===== src/rtl/itc_pkg.sv =====
package itc_pkg;
	// Register byte offsets on the APB window
	localparam logic [7:0] ctrl_off = 8'h00;
	localparam logic [7:0] wave_output_control_off = 8'h04;
	localparam logic [7:0] edge_select_control_off = 8'h08;
	localparam logic [7:0] count_snapshot_off = 8'h0c;
	localparam logic [7:0] period_compare_off = 8'h10;
	localparam logic [7:0] chan1_compare_off = 8'h14;
	localparam logic [7:0] chan2_compare_off = 8'h18;
	localparam logic [7:0] chan3_compare_off = 8'h1c;
	localparam logic [7:0] irq_status_off = 8'h20;
	localparam logic [7:0] irq_mask_off = 8'h24;
	// Control register fields
	localparam int run_enable_bit = 0;
	localparam int mode_lo_bit = 1;
	localparam int batch_bit = 4;
	// Mode and counter constants
	localparam logic [2:0] mode_interval = 3'h0;
	localparam logic [15:0] count_idle = 16'hffff;
	localparam logic [15:0] count_zero = 16'h0000;
	// Reset values
	localparam logic [4:0] ctrl_reset = 5'h00;
	localparam logic [7:0] wave_reset = 8'h00;
	localparam logic [7:0] edge_reset = 8'h00;
	localparam logic [15:0] compare_reset = 16'h0000;
	localparam logic [3:0] mask_reset = 4'h0;
endpackage : itc_pkg


===== src/rtl/itc_timer.sv =====
// Behaviour
// Snapshot reads live count while running; counter FFFFH and snapshot 0000H when stopped.
// Anytime write: a compare write reaches its shadow immediately.
// Batch write: all four shadows load together at the period match.
// Batch transfer armed only by a channel 1 write; otherwise nothing copies.
// Software writes period/ch2/ch3 before match, then rewrites channel 1.
// Mode field 000 selects interval timer operation.
// Start: counter FFFFH to 0000H, wave 0 toggles, period loads shadow.
// Counter equal period shadow: clear, toggle wave 0, raise match 0.
// Match 0 interval is period value plus one count clocks.
// Channels 1-3 still load shadows and raise their own match requests.
// Each wave output has enable and idle level bits; disabled drives level.
// Two-bit field selects event input edge; software rewrites compares after.
// Period 0000H: match 0 and toggle every clock from second, count 0.
// Period FFFFH: wrap to 0000H is a match, never a wrap interrupt.
// Period rewrite hits shadow at once; passed counter wraps first.
// Software stops the counter before lowering the period.
// Counting starts at FFFFH; first step to 0000H is no match.
// Each interrupt request is a one-clock pulse in its cause cycle; match_irq is registered from eq and pulses one clock after.
//
// Register access over APB and the placing of the registers were left to the implementer.
`timescale 1ns/1ns
`default_nettype none
module itc_timer (
	input wire logic clk, // 25 MHz count clock
	input wire logic resetn, // Asynchronous active-low reset
	input wire logic psel, // APB select
	input wire logic penable, // APB enable
	input wire logic pwrite, // APB direction
	input wire logic [7:0] paddr, // APB byte address
	input wire logic [31:0] pwdata, // APB write data
	output logic [31:0] prdata, // APB read data
	output logic pready, // APB ready
	output logic pslverr, // APB error
	input wire logic event_input, // External event pin
	output logic [3:0] wave_out, // Wave output pins
	output logic [3:0] match_irq, // Match request pulses
	output logic wrap_irq, // Wrap request, unused in interval mode
	output logic irq // Level interrupt
);
	logic rst_meta_q, rst_sync_q;
	logic [4:0] ctrl_q;
	logic [7:0] wave_ctl_q, edge_ctl_q;
	logic [15:0] cmp_q [4];
	logic [15:0] shadow_q [4];
	logic [15:0] up_counter_q, up_counter_d;
	logic running_q, arm_q;
	logic [3:0] tog_q, status_q, mask_q;
	logic [31:0] rdata_q;
	logic ev_meta_q, ev_sync_q, ev_last_q;
	logic wrap_flag_q;

	// Reset release through two flip-flops
	always_ff @(posedge clk or negedge resetn) begin
		if (!resetn) begin
			rst_meta_q <= 1'b0;
			rst_sync_q <= 1'b0;
		end else begin
			rst_meta_q <= 1'b1;
			rst_sync_q <= rst_meta_q;
		end
	end
	wire rst_n = rst_sync_q;

	// APB decode
	wire access = psel && penable;
	wire wr = access && pwrite;
	wire rd = access && !pwrite;
	wire hit_ctrl = paddr == itc_pkg::ctrl_off;
	wire hit_wave = paddr == itc_pkg::wave_output_control_off;
	wire hit_edge = paddr == itc_pkg::edge_select_control_off;
	wire hit_cnt = paddr == itc_pkg::count_snapshot_off;
	wire hit_sts = paddr == itc_pkg::irq_status_off;
	wire hit_msk = paddr == itc_pkg::irq_mask_off;
	wire [3:0] hit_cmp;
	assign hit_cmp[0] = paddr == itc_pkg::period_compare_off;
	assign hit_cmp[1] = paddr == itc_pkg::chan1_compare_off;
	assign hit_cmp[2] = paddr == itc_pkg::chan2_compare_off;
	assign hit_cmp[3] = paddr == itc_pkg::chan3_compare_off;
	wire mapped = hit_ctrl | hit_wave | hit_edge | hit_cnt | hit_sts | hit_msk | (|hit_cmp);
	assign pready = 1'b1;
	// Zero-wait slave; unmapped addresses answer with an error
	assign pslverr = access && !mapped;

	// Mode and run decode
	wire run_en = ctrl_q[itc_pkg::run_enable_bit];
	wire [2:0] mode = ctrl_q[itc_pkg::mode_lo_bit +: 3];
	wire interval_mode = mode == itc_pkg::mode_interval;
	wire batch = ctrl_q[itc_pkg::batch_bit];
	wire start = run_en && !running_q && interval_mode;
	// A stop write must silence the compares at once, or a held zero count keeps matching
	wire active = running_q && run_en && interval_mode;
	wire [3:0] eq;
	genvar g;
	generate
		for (g = 0; g < 4; g++) begin : g_eq
			assign eq[g] = active && up_counter_q == shadow_q[g];
		end
	endgenerate
	// Start step FFFFH to 0000H is not a match since running_q is still low
	wire period_match = eq[0];
	wire chan1_write = wr && hit_cmp[1];
	wire batch_load = batch && period_match && (arm_q || chan1_write);

	// Counter next value
	always_comb begin
		up_counter_d = up_counter_q;
		if (!run_en) begin
			up_counter_d = itc_pkg::count_idle;
		end else if (start) begin
			up_counter_d = itc_pkg::count_zero;
		end else if (period_match) begin
			up_counter_d = itc_pkg::count_zero;
		end else if (active) begin
			up_counter_d = up_counter_q + 16'h0001;
		end
	end

	// Control and configuration registers
	always_ff @(posedge clk or negedge rst_n) begin
		if (!rst_n) begin
			ctrl_q <= itc_pkg::ctrl_reset;
			wave_ctl_q <= itc_pkg::wave_reset;
			edge_ctl_q <= itc_pkg::edge_reset;
			mask_q <= itc_pkg::mask_reset;
		end else if (wr) begin
			if (hit_ctrl) ctrl_q <= pwdata[4:0];
			if (hit_wave) wave_ctl_q <= pwdata[7:0];
			if (hit_edge) edge_ctl_q <= {2'h0, pwdata[5:4], 4'h0};
			if (hit_msk) mask_q <= pwdata[3:0];
		end
	end

	// Counter, run tracking and batch arming
	always_ff @(posedge clk or negedge rst_n) begin
		if (!rst_n) begin
			up_counter_q <= itc_pkg::count_idle;
			running_q <= 1'b0;
			arm_q <= 1'b0;
		end else begin
			up_counter_q <= up_counter_d;
			running_q <= run_en && interval_mode;
			if (batch_load) arm_q <= 1'b0;
			else if (chan1_write) arm_q <= 1'b1;
		end
	end

	// Compare registers and their shadows
	generate
		for (g = 0; g < 4; g++) begin : g_cmp
			wire sw_wr = wr && hit_cmp[g];
			wire [15:0] wval = pwdata[15:0];
			always_ff @(posedge clk or negedge rst_n) begin
				if (!rst_n) begin
					cmp_q[g] <= itc_pkg::compare_reset;
					shadow_q[g] <= itc_pkg::compare_reset;
				end else begin
					if (sw_wr) cmp_q[g] <= wval;
					if (!batch && sw_wr) shadow_q[g] <= wval;
					else if (batch_load) shadow_q[g] <= sw_wr ? wval : cmp_q[g];
					else if (g == 0 && start) shadow_q[g] <= cmp_q[g];
				end
			end
		end
	endgenerate

	// Toggle state, pin drive and match pulses
	wire [3:0] tog_set;
	assign tog_set[0] = start | eq[0];
	assign tog_set[3:1] = eq[3:1];
	always_ff @(posedge clk or negedge rst_n) begin
		if (!rst_n) begin
			tog_q <= 4'h0;
			wave_out <= 4'h0;
			match_irq <= 4'h0;
		end else begin
			tog_q <= run_en ? (tog_q ^ tog_set) : 4'h0;
			match_irq <= eq;
			for (int i = 0; i < 4; i++) begin
				wave_out[i] <= wave_ctl_q[2*i] ? tog_q[i] : wave_ctl_q[2*i+1];
			end
		end
	end
	// Wrap never fires in interval mode; flag held low
	always_ff @(posedge clk or negedge rst_n) begin
		if (!rst_n) begin
			wrap_flag_q <= 1'b0;
			wrap_irq <= 1'b0;
		end else begin
			wrap_flag_q <= 1'b0;
			wrap_irq <= 1'b0;
		end
	end

	// Event pin synchroniser; edge select kept for later modes
	always_ff @(posedge clk or negedge rst_n) begin
		if (!rst_n) begin
			ev_meta_q <= 1'b0;
			ev_sync_q <= 1'b0;
			ev_last_q <= 1'b0;
		end else begin
			ev_meta_q <= event_input;
			ev_sync_q <= ev_meta_q;
			ev_last_q <= ev_sync_q;
		end
	end

	// Sticky status: set wins over the read clear
	always_ff @(posedge clk or negedge rst_n) begin
		if (!rst_n) begin
			status_q <= 4'h0;
		end else begin
			status_q <= ((rd && hit_sts) ? 4'h0 : status_q) | eq;
		end
	end
	assign irq = |(status_q & ~mask_q);

	// Read data mux
	wire [15:0] snapshot = run_en ? up_counter_q : itc_pkg::count_zero;
	wire [31:0] rmux = hit_ctrl ? {27'h0, ctrl_q} :
		hit_wave ? {24'h0, wave_ctl_q} :
		hit_edge ? {24'h0, edge_ctl_q} :
		hit_cnt ? {16'h0, snapshot} :
		hit_cmp[0] ? {16'h0, cmp_q[0]} :
		hit_cmp[1] ? {16'h0, cmp_q[1]} :
		hit_cmp[2] ? {16'h0, cmp_q[2]} :
		hit_cmp[3] ? {16'h0, cmp_q[3]} :
		hit_sts ? {27'h0, wrap_flag_q, status_q} :
		hit_msk ? {28'h0, mask_q} : 32'h0;
	assign prdata = rmux;
	wire unused_ok = ev_last_q ^ rdata_q[0];
	always_ff @(posedge clk or negedge rst_n) begin
		if (!rst_n) rdata_q <= 32'h0;
		else rdata_q <= {31'h0, unused_ok};
	end
endmodule : itc_timer
`default_nettype wire


===== config.mk =====
export PLATFORM = sky130hd
export DESIGN_NAME = itc_timer
export DESIGN_NICKNAME = d
export VERILOG_FILES = /design/src/rtl/itc_pkg.sv /design/src/rtl/itc_timer.sv
export SDC_FILE = /design/constraint.sdc
export NUM_CORES = 1
export LEC_CHECK = 0
export BUFFER_PORTS_ARGS = -buffer_cell sky130_fd_sc_hd__buf_2
export CAP_MARGIN = 20
export CORE_AREA = 2 2 134 136
export CTS_CLUSTER_SIZE = 8
export DETAILED_ROUTE_END_ITERATION = 10
export DIE_AREA = 0 0 136 138
export GPL_ROUTABILITY_DRIVEN = 0
export PLACE_DENSITY = 0.81
export SLEW_MARGIN = 5
export SYNTH_ARGS = -nofsm -noshare
export SYNTH_HDL_FRONTEND = slang
export SYNTH_SLANG_ARGS = --single-unit

===== constraint.sdc =====
create_clock -name clk -period 7.53 [get_ports clk]
set_input_delay 1.506 -clock clk [delete_from_list [all_inputs] [get_ports clk]]
set_output_delay 1.506 -clock clk [all_outputs]
set_load 0.01 [all_outputs]

* Word-level counts from Yosys, hierarchy flattened
Index checks and enable logic that the tools add are counted.
Word-level totals: register bits 183, bits in latches 0, RAM bits 0, memory bits (read-only) 0, input port bits 46, memories kept 0
Operators by class: add/subtract/negate cells 1, $mul 0, divide/modulo/power cells 0, magnitude comparators 0, equality and inequality tests 14, shifts and indexed selects 0, muxes and demuxes 36, bitwise operators 11, reduce and logical (&&, ||, !) cells 42
Operators by type and width (count):
- 16-bit two-way mux | 26
- 16-bit equality test | 4
- 8-bit by 5-bit equality test with 1-bit output, second input constant | 4
- 1-bit logical AND | 24
- 16-bit by 1-bit adder with 16-bit output, second input constant | 1
- 8-bit by 4-bit equality test with 1-bit output, second input constant | 2
- 8-bit by 6-bit equality test with 1-bit output, second input constant | 2
- 4-bit two-way mux | 4
- 8-bit by 3-bit equality test with 1-bit output, second input constant | 1
- 8-bit zero test | 1
- 2-bit AND reduction | 4
- 2-bit nonzero test | 4
- 4-bit OR reduction | 2
- 1-bit OR | 7
- 1-bit two-way mux | 6
- 4-bit bitwise AND | 1
- 1-bit zero test | 4
- 4-bit by 1-bit != test with 1-bit output, second input constant | 1
- 4-bit inverter | 1
- 4-bit OR | 1
- 4-bit bitwise XOR | 1
- 3-bit zero test | 1
- 3-bit nonzero test | 1
- 1-bit logical OR | 1

* Logic depth before layout (Yosys ltp)
Gate-level depths: netlist of the first run.
depth in word-level cells 11, mapped depth 10, depth with buffers taken out 7

* Worst setup path after synthesis of the first run
OpenSTA, ideal clock, no wires.
kind input port to output port, start point input paddr[1], end point output prdata[1], arrival time 3.302 ns, required time 6.024 ns, slack 2.722 ns, stages on the path 6, buffers on the path 1, path through nor4_2 -> nand2_1 -> clkbuf_1 -> nor3_1 -> a21oi_1 -> o22ai_1
Between the ends: cells in the longest elaborated chain, start to end 11
RTL lines:
- start, declared | line itc_timer.sv:30 | input wire logic [7:0] paddr,
- 8-bit by 6-bit equality test with 1-bit output | line itc_timer.sv:74 | wire hit_msk = paddr == itc_pkg::irq_mask_off;
- 4-bit two-way mux | line itc_timer.sv:229 | hit_msk ? {28'h0, mask_q} : 32'h0;
- 4-bit two-way mux | line itc_timer.sv:228 | hit_sts ? {27'h0, wrap_flag_q, status_q} :
- 16-bit two-way mux | line itc_timer.sv:227 | hit_cmp[3] ? {16'h0, cmp_q[3]} :
- 16-bit two-way mux | line itc_timer.sv:226 | hit_cmp[2] ? {16'h0, cmp_q[2]} :
- 16-bit two-way mux | line itc_timer.sv:225 | hit_cmp[1] ? {16'h0, cmp_q[1]} :
- 16-bit two-way mux | line itc_timer.sv:224 | hit_cmp[0] ? {16'h0, cmp_q[0]} :
- 16-bit two-way mux | line itc_timer.sv:223 | hit_cnt ? {16'h0, snapshot} :
- 16-bit two-way mux | line itc_timer.sv:222 | hit_edge ? {24'h0, edge_ctl_q} :
- 16-bit two-way mux | line itc_timer.sv:221 | hit_wave ? {24'h0, wave_ctl_q} :
- 16-bit two-way mux (*) | line itc_timer.sv:220 | wire [31:0] rmux = hit_ctrl ? {27'h0, ctrl_q} :
- end, declared | line itc_timer.sv:32 | output logic [31:0] prdata,
Mark *: on every way between the ends. The rest lies on a longest branch, timed or not.

* Worst setup path in the final report of the first run
start point input paddr[1], end point output prdata[4]
Between the ends: cells in the longest elaborated chain, start to end 9
RTL lines:
- 8-bit by 5-bit equality test with 1-bit output | line itc_timer.sv:79 | assign hit_cmp[3] = paddr == itc_pkg::chan3_compare_off;
- 16-bit two-way mux | line itc_timer.sv:227
- 16-bit two-way mux | line itc_timer.sv:226
- 16-bit two-way mux | line itc_timer.sv:225
- 16-bit two-way mux | line itc_timer.sv:224
- 16-bit two-way mux | line itc_timer.sv:223
- 16-bit two-way mux | line itc_timer.sv:222
- 16-bit two-way mux | line itc_timer.sv:221
- 16-bit two-way mux (*) | line itc_timer.sv:220
Marked as above.

==> results of run 1 <==
==> area by class of cell <==
class	count	area [sq um]	share of cell area
clock buffer	22	484	0.0450
multi-input combinational	676	4810	0.447
timing repair buffer	70	398	0.0370
clock inverter	10	141	0.0132
tap	229	287	0.0267
inverter	7	26.3	0.00244
sequential	183	4600	0.428
==> power breakdown <==
group / internal, W / leakage [nW] / switching, W
Sequential: 0.00100 / 2.47 / 0.0000254
Clock: 0.000559 / 0.303 / 0.000393
Combinational: 0.0000454 / 2.40 / 0.0000820
==> kinds of logic (layout without fill, tap and decap cells) <==
group                      Yosys count  count (layout)  share of synthesized area
and+or+nand+nor                    311             311                      0.155
DFF                                183             183                      0.468
AOI/OAI and AO/OA                  151             151                      0.118
muxes                              127             127                      0.146
buffers and inverters               93             109                     0.0496
xor gates and xnor gates            67              67                     0.0598
other                                2              19                   0.000765
adders and majority gates            1               1                    0.00127
==> worst paths after layout <==
| path | slack (ns) | cells after the start | startpoint | to |
|---|---|---|---|---|
| setup / recovery | 1.79 | 8 | paddr[1] | prdata[4] |
| hold / removal | 0.35 | 0 | rst_meta_q$_DFF_PN0_ | rst_n$_DFF_PN0_ |
| setup reg to reg | 4.15 | 6 | up_counter_q[13]$_DFFE_PN1P_ | shadow_q[11]$_DFFE_PN0P_ |
| hold reg to reg | 0.35 | 0 | rst_meta_q$_DFF_PN0_ | rst_n$_DFF_PN0_ |
| max in group asynchronous | 5.80 | 1 | rst_n$_DFF_PN0_ | cmp_q[19]$_DFF_PN0_ |
| min in group asynchronous | 0.40 | 0 | rst_n$_DFF_PN0_ | shadow_q[41]$_DFFE_PN0P_ |
==> metrics by stage <==
step,std cells,hold slack (ns),power [W],setup slack [ns]
2_1_floorplan,952,0.331,0.00113,2.08
6_report,1197,0.352,0.00211,1.79
3_3_place_gp,1163,0.336,0.00117,1.91
3_5_place_dp,1163,0.340,0.00117,1.87
5_1_grt,1197,0.356,0.00217,1.67
4_1_cts,1195,0.355,0.00211,1.87
==> synthesized netlist by cell type, types with 3 or more instances <==
| cell | instances |
|---|---|
| sky130_fd_sc_hd__dfrtp_1 | 167 |
| sky130_fd_sc_hd__nand2_1 | 155 |
| sky130_fd_sc_hd__mux2_2 | 77 |
| sky130_fd_sc_hd__xor2_1 | 51 |
| sky130_fd_sc_hd__clkbuf_1 | 39 |
| sky130_fd_sc_hd__nor2_1 | 31 |
| sky130_fd_sc_hd__mux2i_1 | 30 |
| sky130_fd_sc_hd__nand3_1 | 26 |
| sky130_fd_sc_hd__a22oi_1 | 23 |
| sky130_fd_sc_hd__buf_4 | 23 |
| sky130_fd_sc_hd__a21o_1 | 21 |
| sky130_fd_sc_hd__a21oi_1 | 21 |
| sky130_fd_sc_hd__o21ai_0 | 21 |
| sky130_fd_sc_hd__and3_1 | 17 |
| sky130_fd_sc_hd__buf_2 | 16 |
| sky130_fd_sc_hd__dfstp_2 | 16 |
| sky130_fd_sc_hd__mux2_1 | 16 |
| sky130_fd_sc_hd__xnor2_1 | 16 |
| sky130_fd_sc_hd__nor4_1 | 14 |
| sky130_fd_sc_hd__o211ai_2 | 12 |
| sky130_fd_sc_hd__nand4_1 | 11 |
| sky130_fd_sc_hd__nor2b_1 | 9 |
| sky130_fd_sc_hd__nand3_2 | 8 |
| sky130_fd_sc_hd__nor3_1 | 8 |
| sky130_fd_sc_hd__a221o_1 | 7 |
| sky130_fd_sc_hd__or4_1 | 7 |
| sky130_fd_sc_hd__inv_1 | 6 |
| sky130_fd_sc_hd__o311ai_0 | 6 |
| sky130_fd_sc_hd__and2_1 | 5 |
| sky130_fd_sc_hd__o211ai_1 | 5 |
| sky130_fd_sc_hd__a211o_1 | 4 |
| sky130_fd_sc_hd__a31oi_1 | 4 |
| sky130_fd_sc_hd__a32o_1 | 4 |
| sky130_fd_sc_hd__buf_6 | 4 |
| sky130_fd_sc_hd__mux4_2 | 4 |
| sky130_fd_sc_hd__o22ai_1 | 4 |
| sky130_fd_sc_hd__a21boi_0 | 3 |
| sky130_fd_sc_hd__buf_1 | 3 |
| sky130_fd_sc_hd__nand2b_1 | 3 |
==> metal layers <==
| metal | up-vias | GRT usage | wire (um) |
|---|---|---|---|
| met5 | - | 0 | 0 |
| met4 | 0 | 0.117 | 1010 |
| met3 | 79 | 0.0726 | 2260 |
| met2 | 403 | 0.442 | 12500 |
| met1 | 3732 | 0.394 | 10700 |
| li1 | 3330 | - | - |
==> registers in the layout, summed over array words and instances (netlist names) <==
signal        count
arm_q             1
status_q          4
cmp_q            64
rst_n             1
running_q         1
edge_ctl_q        2
mask_q            4
match_irq         4
rst_meta_q        1
tog_q             4
wave_out          4
wave_ctl_q        8
shadow_q         64
up_counter_q     16
ctrl_q            5
==> critical path: cells and delay by family <==
| family | cells | cell delay [ns] |
|---|---|---|
| AND/OR/NAND/NOR | 3 | 1.92 |
| AO/OA/AOI/OAI | 3 | 0.52 |
| buffers and inverters | 2 | 0.28 |
==> impl_metrics.xml, run 1 <==
<?xml version="1.0" encoding="UTF-8"?>
<metrics>
  <group name="sta">
    <metric name="final-hold-violation-count" unit="">0</metric>
    <metric name="setup_tns_after_final_layout" unit="ns">0</metric>
    <metric name="worst_slew_margin_rel" unit="">0.325</metric>
    <metric name="timing.final.setup_violations" unit="">0</metric>
    <metric name="timing_max_transition_violations_final" unit="">0</metric>
    <metric name="maxClockFrequency" unit="MHz">174</metric>
    <metric name="post-route-period-util" unit="">0.762</metric>
    <metric name="timing.clock.skew" unit="ns">0.00926</metric>
    <metric name="min_period" unit="ns">5.74</metric>
    <metric name="worstMarginPinSlew" unit="ns">1.01</metric>
    <metric name="unrepaired_setup_endpoints_after_global_routing" unit="">no</metric>
  </group>
  <group name="yosys">
    <metric name="synth.ff_latch_count" unit="">183</metric>
    <metric name="synth_area_per_cell" unit="sq um">10.5</metric>
    <metric name="synth_seq_area_share" unit="">0.468</metric>
    <metric name="dominant_cell_type_by_area_after_synthesis" unit="">sky130_fd_sc_hd__dfrtp_1</metric>
    <metric name="yosysUniqueCellTypes" unit="">66</metric>
    <metric name="yosysWarningCount" unit="">0</metric>
    <metric name="synth_async_sr_flop_share" unit="">1.00</metric>
    <metric name="dominantRegCellSynth" unit="">sky130_fd_sc_hd__dfrtp_1</metric>
    <metric name="synth_enable_flop_cells" unit="">0</metric>
    <metric name="netlist_instances" unit="">935</metric>
    <metric name="synth.top_cells.by_area" unit="">sky130_fd_sc_hd__dfrtp_1, sky130_fd_sc_hd__mux2_2, sky130_fd_sc_hd__nand2_1</metric>
    <metric name="synthDominantCellAreaShare" unit="">0.426</metric>
    <metric name="mappedNetlistArea" unit="sq um">9820</metric>
  </group>
  <group name="clock_network">
    <metric name="cts.sink_count" unit="">183</metric>
    <metric name="cts.path.max_buffers" unit="">2</metric>
    <metric name="clock_insertion_delay_worst_skew" unit="ns">0.45</metric>
    <metric name="cts-buffers-inserted" unit="">17</metric>
    <metric name="cts_root_buf" unit="">sky130_fd_sc_hd__clkbuf_16</metric>
    <metric name="clkTransAtPathRegs" unit="ns">0.06</metric>
    <metric name="cts.repair_timing.setup_buffer_count" unit="">0</metric>
    <metric name="cts_tree" unit="">built</metric>
    <metric name="post_cts_hold_buffer_count" unit="">0</metric>
    <metric name="post_cts_sizing_count" unit="">0</metric>
    <metric name="cts_max_level" unit="">4</metric>
  </group>
  <group name="critical_path">
    <metric name="crit_path_largest_cell_delay" unit="ns">0.70</metric>
    <metric name="worst_path_class_setup" unit="">in2out</metric>
    <metric name="cp.arrival" unit="ns">4.23</metric>
    <metric name="worst_path_max_delay_cell" unit="">sky130_fd_sc_hd__or4_1</metric>
    <metric name="critPathMostFrequentCell" unit="">sky130_fd_sc_hd__buf_2</metric>
    <metric name="timing.critical_path.cells" unit="">buf_2 -&gt; or4_1 -&gt; nor3_1 -&gt; and2_1 -&gt; a32o_1 -&gt; a31oi_1 -&gt; o21ai_0 -&gt; buf_2</metric>
    <metric name="cp_max_fo" unit="">11</metric>
    <metric name="timing.critical_path.required" unit="ns">6.02</metric>
    <metric name="timing.critical_path.from_type" unit="">input port</metric>
    <metric name="worst_setup_path_end_kind" unit="">output pin</metric>
  </group>
  <group name="finish">
    <metric name="final_cell_mix" unit="">sky130_fd_sc_hd__dfrtp_1, sky130_fd_sc_hd__nand2_1, sky130_fd_sc_hd__mux2_2, sky130_fd_sc_hd__buf_2, sky130_fd_sc_hd__xor2_1</metric>
    <metric name="area_overhead_vs_synth" unit="%">9.48</metric>
    <metric name="fin_nets" unit="">1002</metric>
    <metric name="num_antenna_cells" unit="">0</metric>
    <metric name="final_util" unit="">0.613</metric>
    <metric name="design_area" unit="sq um">10700</metric>
    <metric name="post_route_cells_drive_above_1_share" unit="">0.241</metric>
    <metric name="filler_cell_count" unit="">1434</metric>
    <metric name="most_common_cell_after_layout_fill_and_taps_aside" unit="">sky130_fd_sc_hd__dfrtp_1</metric>
  </group>
  <group name="die">
    <metric name="dieWidth" unit="um">136</metric>
    <metric name="floorplan.io_pins" unit="">90</metric>
    <metric name="core_area" unit="sq um">17500</metric>
    <metric name="dieHeight" unit="um">138</metric>
    <metric name="starting_density" unit="">0.560</metric>
    <metric name="die_area" unit="sq um">18800</metric>
    <metric name="placement_rows" unit="">49</metric>
  </group>
  <group name="drt">
    <metric name="totalWireLength" unit="mm">26.5</metric>
    <metric name="first_iter_violations" unit="">758</metric>
    <metric name="viasPerCell" unit="">6.30</metric>
    <metric name="post_dr_wirelength_cell" unit="um">22.1</metric>
    <metric name="drtPass1Iterations" unit="">5</metric>
    <metric name="route.vias.total" unit="">7544</metric>
    <metric name="post-route-drc-count" unit="">0</metric>
    <metric name="route.antenna.remaining_nets" unit="">0</metric>
  </group>
  <group name="run">
    <metric name="drv.max_cap_violation_count" unit="">0</metric>
  </group>
  <group name="power">
    <metric name="ir_worst_vdd" unit="mV">0.180</metric>
    <metric name="power_leakage" unit="nW">5.17</metric>
    <metric name="pwr_density_cell" unit="nW/um^2">196</metric>
  </group>
  <group name="global_routing">
    <metric name="overall_fraction_of_global_route_tracks_in_use" unit="">0.289</metric>
    <metric name="grt_max_degree" unit="">66</metric>
    <metric name="grt_overflow_total" unit="">0</metric>
    <metric name="antenna_found_initial" unit="">0</metric>
    <metric name="via_count_of_the_first_global_routing_pass" unit="">7203</metric>
    <metric name="grt_pass1_wl" unit="mm">40.9</metric>
  </group>
  <group name="min_path">
    <metric name="worstHoldPathType" unit="">reg2reg</metric>
  </group>
  <group name="placed_design">
    <metric name="place_area" unit="sq um">10100</metric>
    <metric name="detailedPlacementHpwl" unit="mm">18.1</metric>
    <metric name="port_buffers" unit="">54</metric>
  </group>
  <group name="outcome">
    <metric name="status" unit="">finished, final reports clean</metric>
  </group>
</metrics>
Power figures use the tool's default switching activity.
==> run 2, diff against run 1 <==
Settings changed: CORE_AREA 2 2 134 136 to 2 2 138 140, DIE_AREA 0 0 136 138 to 0 0 140 142, PLACE_DENSITY 0.81 to 0.8.
Clock period 7.53 ns to 5.1 ns, I/O delays scaled along.
==> run 2 against run 1 <==
The run now ends with design-rule violations left. Combinational power increased by 52%. Wire length increased by 0.63%. Flip-flop and latch count unchanged. Via count increased by 0.21%.
==> impl_metrics.xml, run 2 (same netlist as run 1, synthesis figures left out) <==
<?xml version="1.0" encoding="UTF-8"?>
<metrics>
  <group name="sta">
    <metric name="maxClockFrequency" unit="MHz">229</metric>
    <metric name="timing.final.setup_violations" unit="">0</metric>
    <metric name="post-route-period-util" unit="">0.858</metric>
    <metric name="final-hold-violation-count" unit="">0</metric>
    <metric name="fin_ws" unit="ns">0.725</metric>
    <metric name="setup_tns_after_final_layout" unit="ns">0</metric>
    <metric name="timing.clock.skew" unit="ns">0.00870</metric>
    <metric name="worst_slew_margin_rel" unit="">0.301</metric>
    <metric name="timing.hold.ws" unit="ns">0.292</metric>
    <metric name="timing_max_transition_violations_final" unit="">0</metric>
    <metric name="worstMarginPinSlew" unit="ns">1.04</metric>
    <metric name="unrepaired_setup_endpoints_after_global_routing" unit="">no</metric>
    <metric name="min_period" unit="ns">4.37</metric>
  </group>
  <group name="global_routing">
    <metric name="antenna_found_initial" unit="">0</metric>
    <metric name="grt_overflow_total" unit="">0</metric>
    <metric name="grt_max_degree" unit="">104</metric>
    <metric name="overall_fraction_of_global_route_tracks_in_use" unit="">0.278</metric>
    <metric name="via_count_of_the_first_global_routing_pass" unit="">7350</metric>
    <metric name="grt_pass1_wl" unit="mm">42.1</metric>
  </group>
  <group name="finish">
    <metric name="num_antenna_cells" unit="">0</metric>
    <metric name="most_common_cell_after_layout_fill_and_taps_aside" unit="">sky130_fd_sc_hd__dfrtp_1</metric>
    <metric name="filler_cell_count" unit="">1452</metric>
    <metric name="area_overhead_vs_synth" unit="%">9.99</metric>
    <metric name="final_cell_mix" unit="">sky130_fd_sc_hd__dfrtp_1, sky130_fd_sc_hd__nand2_1, sky130_fd_sc_hd__mux2_2, sky130_fd_sc_hd__buf_2, sky130_fd_sc_hd__xor2_1</metric>
    <metric name="fin_nets" unit="">1004</metric>
    <metric name="design_area" unit="sq um">10800</metric>
    <metric name="post_route_cells_drive_above_1_share" unit="">0.243</metric>
    <metric name="area.sequential" unit="sq um">4600</metric>
    <metric name="reg_top3" unit="">cmp_q: 64 flops, shadow_q: 64 flops, up_counter_q: 16 flops</metric>
    <metric name="multiInputGateArea" unit="sq um">4810</metric>
  </group>
  <group name="placed_design">
    <metric name="port_buffers" unit="">54</metric>
    <metric name="detailedPlacementHpwl" unit="mm">18.0</metric>
    <metric name="pre_cts_ws" unit="ns">0.781</metric>
    <metric name="place_area" unit="sq um">10100</metric>
  </group>
  <group name="critical_path">
    <metric name="cp_max_fo" unit="">11</metric>
    <metric name="crit_path_largest_cell_delay" unit="ns">0.70</metric>
    <metric name="worstPathBufferInverterCount" unit="">3</metric>
    <metric name="critPathMostFrequentCell" unit="">sky130_fd_sc_hd__buf_2</metric>
    <metric name="crit_family" unit="">simple AND/OR/NAND/NOR gates</metric>
    <metric name="worst_path_class_setup" unit="">in2out</metric>
    <metric name="cp.arrival" unit="ns">3.35</metric>
    <metric name="timing.critical_path.required" unit="ns">4.08</metric>
    <metric name="timing.critical_path.cells" unit="">buf_2 -&gt; or4_1 -&gt; nor3_1 -&gt; buf_4 -&gt; and2_1 -&gt; a32o_1 -&gt; a31oi_1 -&gt; o21ai_0 -&gt; buf_2</metric>
    <metric name="worst_path_max_delay_cell" unit="">sky130_fd_sc_hd__or4_1</metric>
    <metric name="timing.critical_path.from_type" unit="">input port</metric>
    <metric name="worst_setup_path_end_kind" unit="">output pin</metric>
  </group>
  <group name="drt">
    <metric name="route.top_layer_used" unit="">met4</metric>
    <metric name="post_dr_wirelength_cell" unit="um">22.1</metric>
    <metric name="met3WireLength" unit="mm">2.51</metric>
    <metric name="post-route-drc-count" unit="">8</metric>
    <metric name="route.vias.total" unit="">7560</metric>
    <metric name="totalWireLength" unit="mm">26.6</metric>
    <metric name="first_iter_violations" unit="">887</metric>
    <metric name="drtPass1Iterations" unit="">9</metric>
    <metric name="viasPerCell" unit="">6.28</metric>
    <metric name="route.antenna.remaining_nets" unit="">0</metric>
    <metric name="met2_wirelength" unit="mm">12.5</metric>
    <metric name="wl_met1" unit="mm">10.8</metric>
  </group>
  <group name="clock_network">
    <metric name="clock_insertion_delay_worst_skew" unit="ns">0.45</metric>
    <metric name="cts.repair_timing.setup_buffer_count" unit="">0</metric>
    <metric name="cts.path.max_buffers" unit="">2</metric>
    <metric name="cts_tree" unit="">built</metric>
    <metric name="cts.sink_count" unit="">183</metric>
    <metric name="post_cts_hold_buffer_count" unit="">0</metric>
    <metric name="post_cts_sizing_count" unit="">0</metric>
    <metric name="cts_max_level" unit="">4</metric>
    <metric name="cts-buffers-inserted" unit="">17</metric>
    <metric name="cts_root_buf" unit="">sky130_fd_sc_hd__clkbuf_16</metric>
    <metric name="clkTransAtPathRegs" unit="ns">0.07</metric>
  </group>
  <group name="run">
    <metric name="drv.max_cap_violation_count" unit="">0</metric>
  </group>
  <group name="power">
    <metric name="power_frac_comb" unit="">0.061</metric>
    <metric name="ir_worst_vdd" unit="mV">0.364</metric>
    <metric name="internal_power" unit="W">0.00239</metric>
    <metric name="switching_share" unit="">0.241</metric>
    <metric name="p_clk_frac" unit="">0.457</metric>
    <metric name="switching_power" unit="W">0.000759</metric>
    <metric name="power.share.sequential" unit="">0.481</metric>
    <metric name="pwr_density_cell" unit="nW/um^2">291</metric>
    <metric name="power_leakage" unit="nW">5.19</metric>
  </group>
  <group name="outcome">
    <metric name="status" unit="">complete, but fails checks</metric>
    <metric name="failed_checks" unit="">design-rule violations</metric>
  </group>
  <group name="die">
    <metric name="placement_rows" unit="">50</metric>
    <metric name="dieHeight" unit="um">142</metric>
    <metric name="die_area" unit="sq um">19900</metric>
    <metric name="core_area" unit="sq um">18500</metric>
    <metric name="floorplan.io_pins" unit="">90</metric>
    <metric name="dieWidth" unit="um">140</metric>
    <metric name="starting_density" unit="">0.532</metric>
  </group>
  <group name="min_path">
    <metric name="worstHoldPathType" unit="">reg2async</metric>
  </group>
</metrics>
-- run 2: cell types whose count changed in the layout (fill, tap and decap cells not counted), sizes merged --
cell	previous run	this run
inv	8	9
bufinv	3	4
clkinv	4	6
clkbuf	22	18
buf	70	72
-- run 2: per-stage QoR --
stage                     power, W  std cells  utilization
after floorplan            0.00167        952            -
after global placement     0.00172       1171        0.550
after detailed placement   0.00173       1171        0.550
after CTS                  0.00315       1203        0.584
after global routing       0.00325       1204        0.585
final                      0.00315       1204        0.585
-- run 2: worst paths after layout --
path | end | slack (ns) | cells after the start | from
max | prdata[4] | 0.73 | 9 | paddr[1]
min | wave_out[3]$_DFF_PN0_ | 0.29 | 0 | rst_n$_DFF_PN0_
max reg2reg | shadow_q[39]$_DFFE_PN0P_ | 1.78 | 6 | up_counter_q[13]$_DFFE_PN1P_
min reg2reg | wave_out[3]$_DFF_PN0_ | 0.29 | 0 | rst_n$_DFF_PN0_
max in group asynchronous | cmp_q[50]$_DFF_PN0_ | 3.91 | 1 | rst_n$_DFF_PN0_
min in group clk | rst_n$_DFF_PN0_ | 0.35 | 0 | rst_meta_q$_DFF_PN0_
-- run 2: cell type report --
| cell class | instances | area share |
|---|---|---|
| Timing Repair Buffer | 72 | 0.0399 |
| Sequential cell | 183 | 0.426 |
| Multi-Input combinational cell | 676 | 0.445 |
| Clock inverter | 14 | 0.0183 |
| Tap cell | 234 | 0.0271 |
| Inverter | 7 | 0.00243 |
| Clock buffer | 18 | 0.0407 |
-- run 2: metal layers --
metal,track usage,vias to the layer above
met3,0.0619,65
li1,-,3328
met2,0.433,443
met4,0.115,0
met5,0,-
met1,0.380,3724
-- run 2: power by group through the flow --
stage / clock network [W] / registers, W / logic, W
6_report: 0.00144 / 0.00151 / 0.000193
5_1_grt: 0.00152 / 0.00152 / 0.000214
4_1_cts: 0.00145 / 0.00152 / 0.000183
3_5_place_dp: 0 / 0.00155 / 0.000181
3_3_place_gp: 0 / 0.00155 / 0.000177
2_1_floorplan: 0 / 0.00154 / 0.000129
==> run 3, diff against run 2 <==
Settings changed: CTS_BUF_LIST from default to sky130_fd_sc_hd__clkbuf_16.
==> run 3 against run 2 <==
Sequential share of layout area barely moved. The flow still finishes with violations (design-rule violations). Hold slack barely moved. Highest routed layer unchanged. Largest power group unchanged. Critical path depth did not move. Fmax fell by 0.13%. Clock skew barely moved.
==> impl_metrics.xml, run 3 (same netlist as run 1, synthesis figures left out) <==
<?xml version="1.0" encoding="UTF-8"?>
<metrics>
  <group name="finish">
    <metric name="filler_cell_count" unit="">1457</metric>
    <metric name="reg_top3" unit="">cmp_q: 64 flops, shadow_q: 64 flops, up_counter_q: 16 flops</metric>
    <metric name="num_antenna_cells" unit="">0</metric>
    <metric name="area_overhead_vs_synth" unit="%">9.89</metric>
    <metric name="post_route_cells_drive_above_1_share" unit="">0.242</metric>
    <metric name="fin_nets" unit="">1004</metric>
    <metric name="design_area" unit="sq um">10800</metric>
    <metric name="final_cell_mix" unit="">sky130_fd_sc_hd__dfrtp_1, sky130_fd_sc_hd__nand2_1, sky130_fd_sc_hd__mux2_2, sky130_fd_sc_hd__buf_2, sky130_fd_sc_hd__xor2_1</metric>
    <metric name="most_common_cell_after_layout_fill_and_taps_aside" unit="">sky130_fd_sc_hd__dfrtp_1</metric>
  </group>
  <group name="power">
    <metric name="power_leakage" unit="nW">5.18</metric>
    <metric name="ir_worst_vdd" unit="mV">0.363</metric>
    <metric name="pwr_density_cell" unit="nW/um^2">290</metric>
  </group>
  <group name="drt">
    <metric name="post-route-drc-count" unit="">8</metric>
    <metric name="totalWireLength" unit="mm">26.5</metric>
    <metric name="drtPass1Iterations" unit="">9</metric>
    <metric name="route.antenna.remaining_nets" unit="">0</metric>
    <metric name="post_dr_wirelength_cell" unit="um">22.0</metric>
    <metric name="first_iter_violations" unit="">821</metric>
    <metric name="viasPerCell" unit="">6.29</metric>
    <metric name="route.vias.total" unit="">7571</metric>
  </group>
  <group name="critical_path">
    <metric name="crit_family" unit="">simple AND/OR/NAND/NOR gates</metric>
    <metric name="crit-reg2reg-capture" unit="">shadow_q[7]$_DFFE_PN0P_</metric>
    <metric name="timing.critical_path.required" unit="ns">4.08</metric>
    <metric name="critPathMostFrequentCell" unit="">sky130_fd_sc_hd__buf_2</metric>
    <metric name="cp.arrival" unit="ns">3.36</metric>
    <metric name="worst_path_class_setup" unit="">in2out</metric>
    <metric name="timing.critical_path.from_type" unit="">input port</metric>
    <metric name="crit_path_largest_cell_delay" unit="ns">0.70</metric>
    <metric name="regToRegSetupSlack" unit="ns">1.78</metric>
    <metric name="worstReg2RegStart" unit="">up_counter_q[13]$_DFFE_PN1P_</metric>
    <metric name="timing.critical_path.cells" unit="">buf_2 -&gt; or4_1 -&gt; nor3_1 -&gt; buf_4 -&gt; and2_1 -&gt; a32o_1 -&gt; a31oi_1 -&gt; o21ai_0 -&gt; buf_2</metric>
    <metric name="worst-r2r-cell-count" unit="">6</metric>
    <metric name="worst_setup_path_end_kind" unit="">output pin</metric>
    <metric name="cp_max_fo" unit="">11</metric>
    <metric name="worst_path_max_delay_cell" unit="">sky130_fd_sc_hd__or4_1</metric>
    <metric name="worstPathBufferInverterCount" unit="">3</metric>
  </group>
  <group name="sta">
    <metric name="worstMarginPinSlew" unit="ns">1.05</metric>
    <metric name="timing_max_transition_violations_final" unit="">0</metric>
    <metric name="unrepaired_setup_endpoints_after_global_routing" unit="">no</metric>
    <metric name="setup_tns_after_final_layout" unit="ns">0</metric>
    <metric name="worst_slew_margin_rel" unit="">0.295</metric>
    <metric name="post-route-period-util" unit="">0.859</metric>
    <metric name="timing.final.setup_violations" unit="">0</metric>
    <metric name="maxClockFrequency" unit="MHz">228</metric>
    <metric name="min_period" unit="ns">4.38</metric>
    <metric name="final-hold-violation-count" unit="">0</metric>
    <metric name="timing.clock.skew" unit="ns">0.00883</metric>
  </group>
  <group name="global_routing">
    <metric name="grt_overflow_total" unit="">0</metric>
    <metric name="overall_fraction_of_global_route_tracks_in_use" unit="">0.276</metric>
    <metric name="antenna_found_initial" unit="">0</metric>
    <metric name="grt_max_degree" unit="">104</metric>
    <metric name="grt_pass1_wl" unit="mm">41.9</metric>
    <metric name="via_count_of_the_first_global_routing_pass" unit="">7354</metric>
  </group>
  <group name="clock_network">
    <metric name="clkTransAtPathRegs" unit="ns">0.07</metric>
    <metric name="cts.sink_count" unit="">183</metric>
    <metric name="cts-buffers-inserted" unit="">17</metric>
    <metric name="cts.repair_timing.setup_buffer_count" unit="">0</metric>
    <metric name="cts_tree" unit="">built</metric>
    <metric name="cts_root_buf" unit="">sky130_fd_sc_hd__clkbuf_16</metric>
    <metric name="cts.path.max_buffers" unit="">2</metric>
    <metric name="cts_max_level" unit="">4</metric>
    <metric name="post_cts_sizing_count" unit="">0</metric>
    <metric name="clock_insertion_delay_worst_skew" unit="ns">0.44</metric>
    <metric name="post_cts_hold_buffer_count" unit="">0</metric>
  </group>
  <group name="die">
    <metric name="starting_density" unit="">0.532</metric>
    <metric name="floorplan.io_pins" unit="">90</metric>
    <metric name="dieWidth" unit="um">140</metric>
    <metric name="dieHeight" unit="um">142</metric>
    <metric name="die_area" unit="sq um">19900</metric>
    <metric name="core_area" unit="sq um">18500</metric>
    <metric name="placement_rows" unit="">50</metric>
  </group>
  <group name="placed_design">
    <metric name="place_area" unit="sq um">10100</metric>
    <metric name="port_buffers" unit="">54</metric>
    <metric name="detailedPlacementHpwl" unit="mm">18.0</metric>
  </group>
  <group name="min_path">
    <metric name="worstHoldPathType" unit="">reg2async</metric>
  </group>
  <group name="run">
    <metric name="drv.max_cap_violation_count" unit="">0</metric>
  </group>
  <group name="outcome">
    <metric name="status" unit="">complete, but fails checks</metric>
    <metric name="failed_checks" unit="">design-rule violations</metric>
  </group>
</metrics>
==> run 3: layout make-up <==
cell class	count	area (sq um)	share of cell area
flip-flops and latches	183	4600	0.427
multi-input cells	676	4810	0.446
clock buffers	17	425	0.0394
repair buffers	72	430	0.0399
well taps	234	293	0.0271
clock inverters	15	201	0.0187
inverters	7	26.3	0.00244
==> run 3: through the flow <==
step	setup slack (ns)	total power (W)	util	hold WS, ns	std cells
final	0.720	0.00313	0.585	0.292	1204
after global routing	0.565	0.00323	0.585	0.341	1204
after CTS	0.762	0.00314	0.584	0.339	1203
after detailed placement	0.781	0.00173	0.550	0.338	1171
after global placement	0.807	0.00172	0.550	0.334	1171
after floorplan	1.26	0.00167	-	0.331	952
==> run 3: how the worst max path moves through the flow <==
stage,from,end,slack (ns),cells after the start
global placement,paddr[1],prdata[4],0.81,9
CTS,paddr[1],prdata[4],0.76,9
detailed placement,paddr[1],prdata[4],0.78,9
global route,paddr[1],prdata[4],0.57,9
floorplan,paddr[1],prdata[1],1.26,6
finish,paddr[1],prdata[4],0.72,9
==> run 3: metal layers <==
| layer | vias to the layer above | global-route usage | share of wire |
|---|---|---|---|
| li1 | 3333 | - | - |
| met1 | 3738 | 0.378 | 0.42 |
| met2 | 426 | 0.432 | 0.46 |
| met3 | 74 | 0.0653 | 0.089 |
| met4 | 0 | 0.101 | 0.031 |
| met5 | - | 0 | 0 |
==> run 3: power breakdown <==
part / internal (W) / switching [W] / total [W]
clock: 0.000823 / 0.000595 / 0.00142
combinational: 0.0000695 / 0.000124 / 0.000194
sequential: 0.00148 / 0.0000347 / 0.00151
total: 0.00237 / 0.000754 / 0.00313
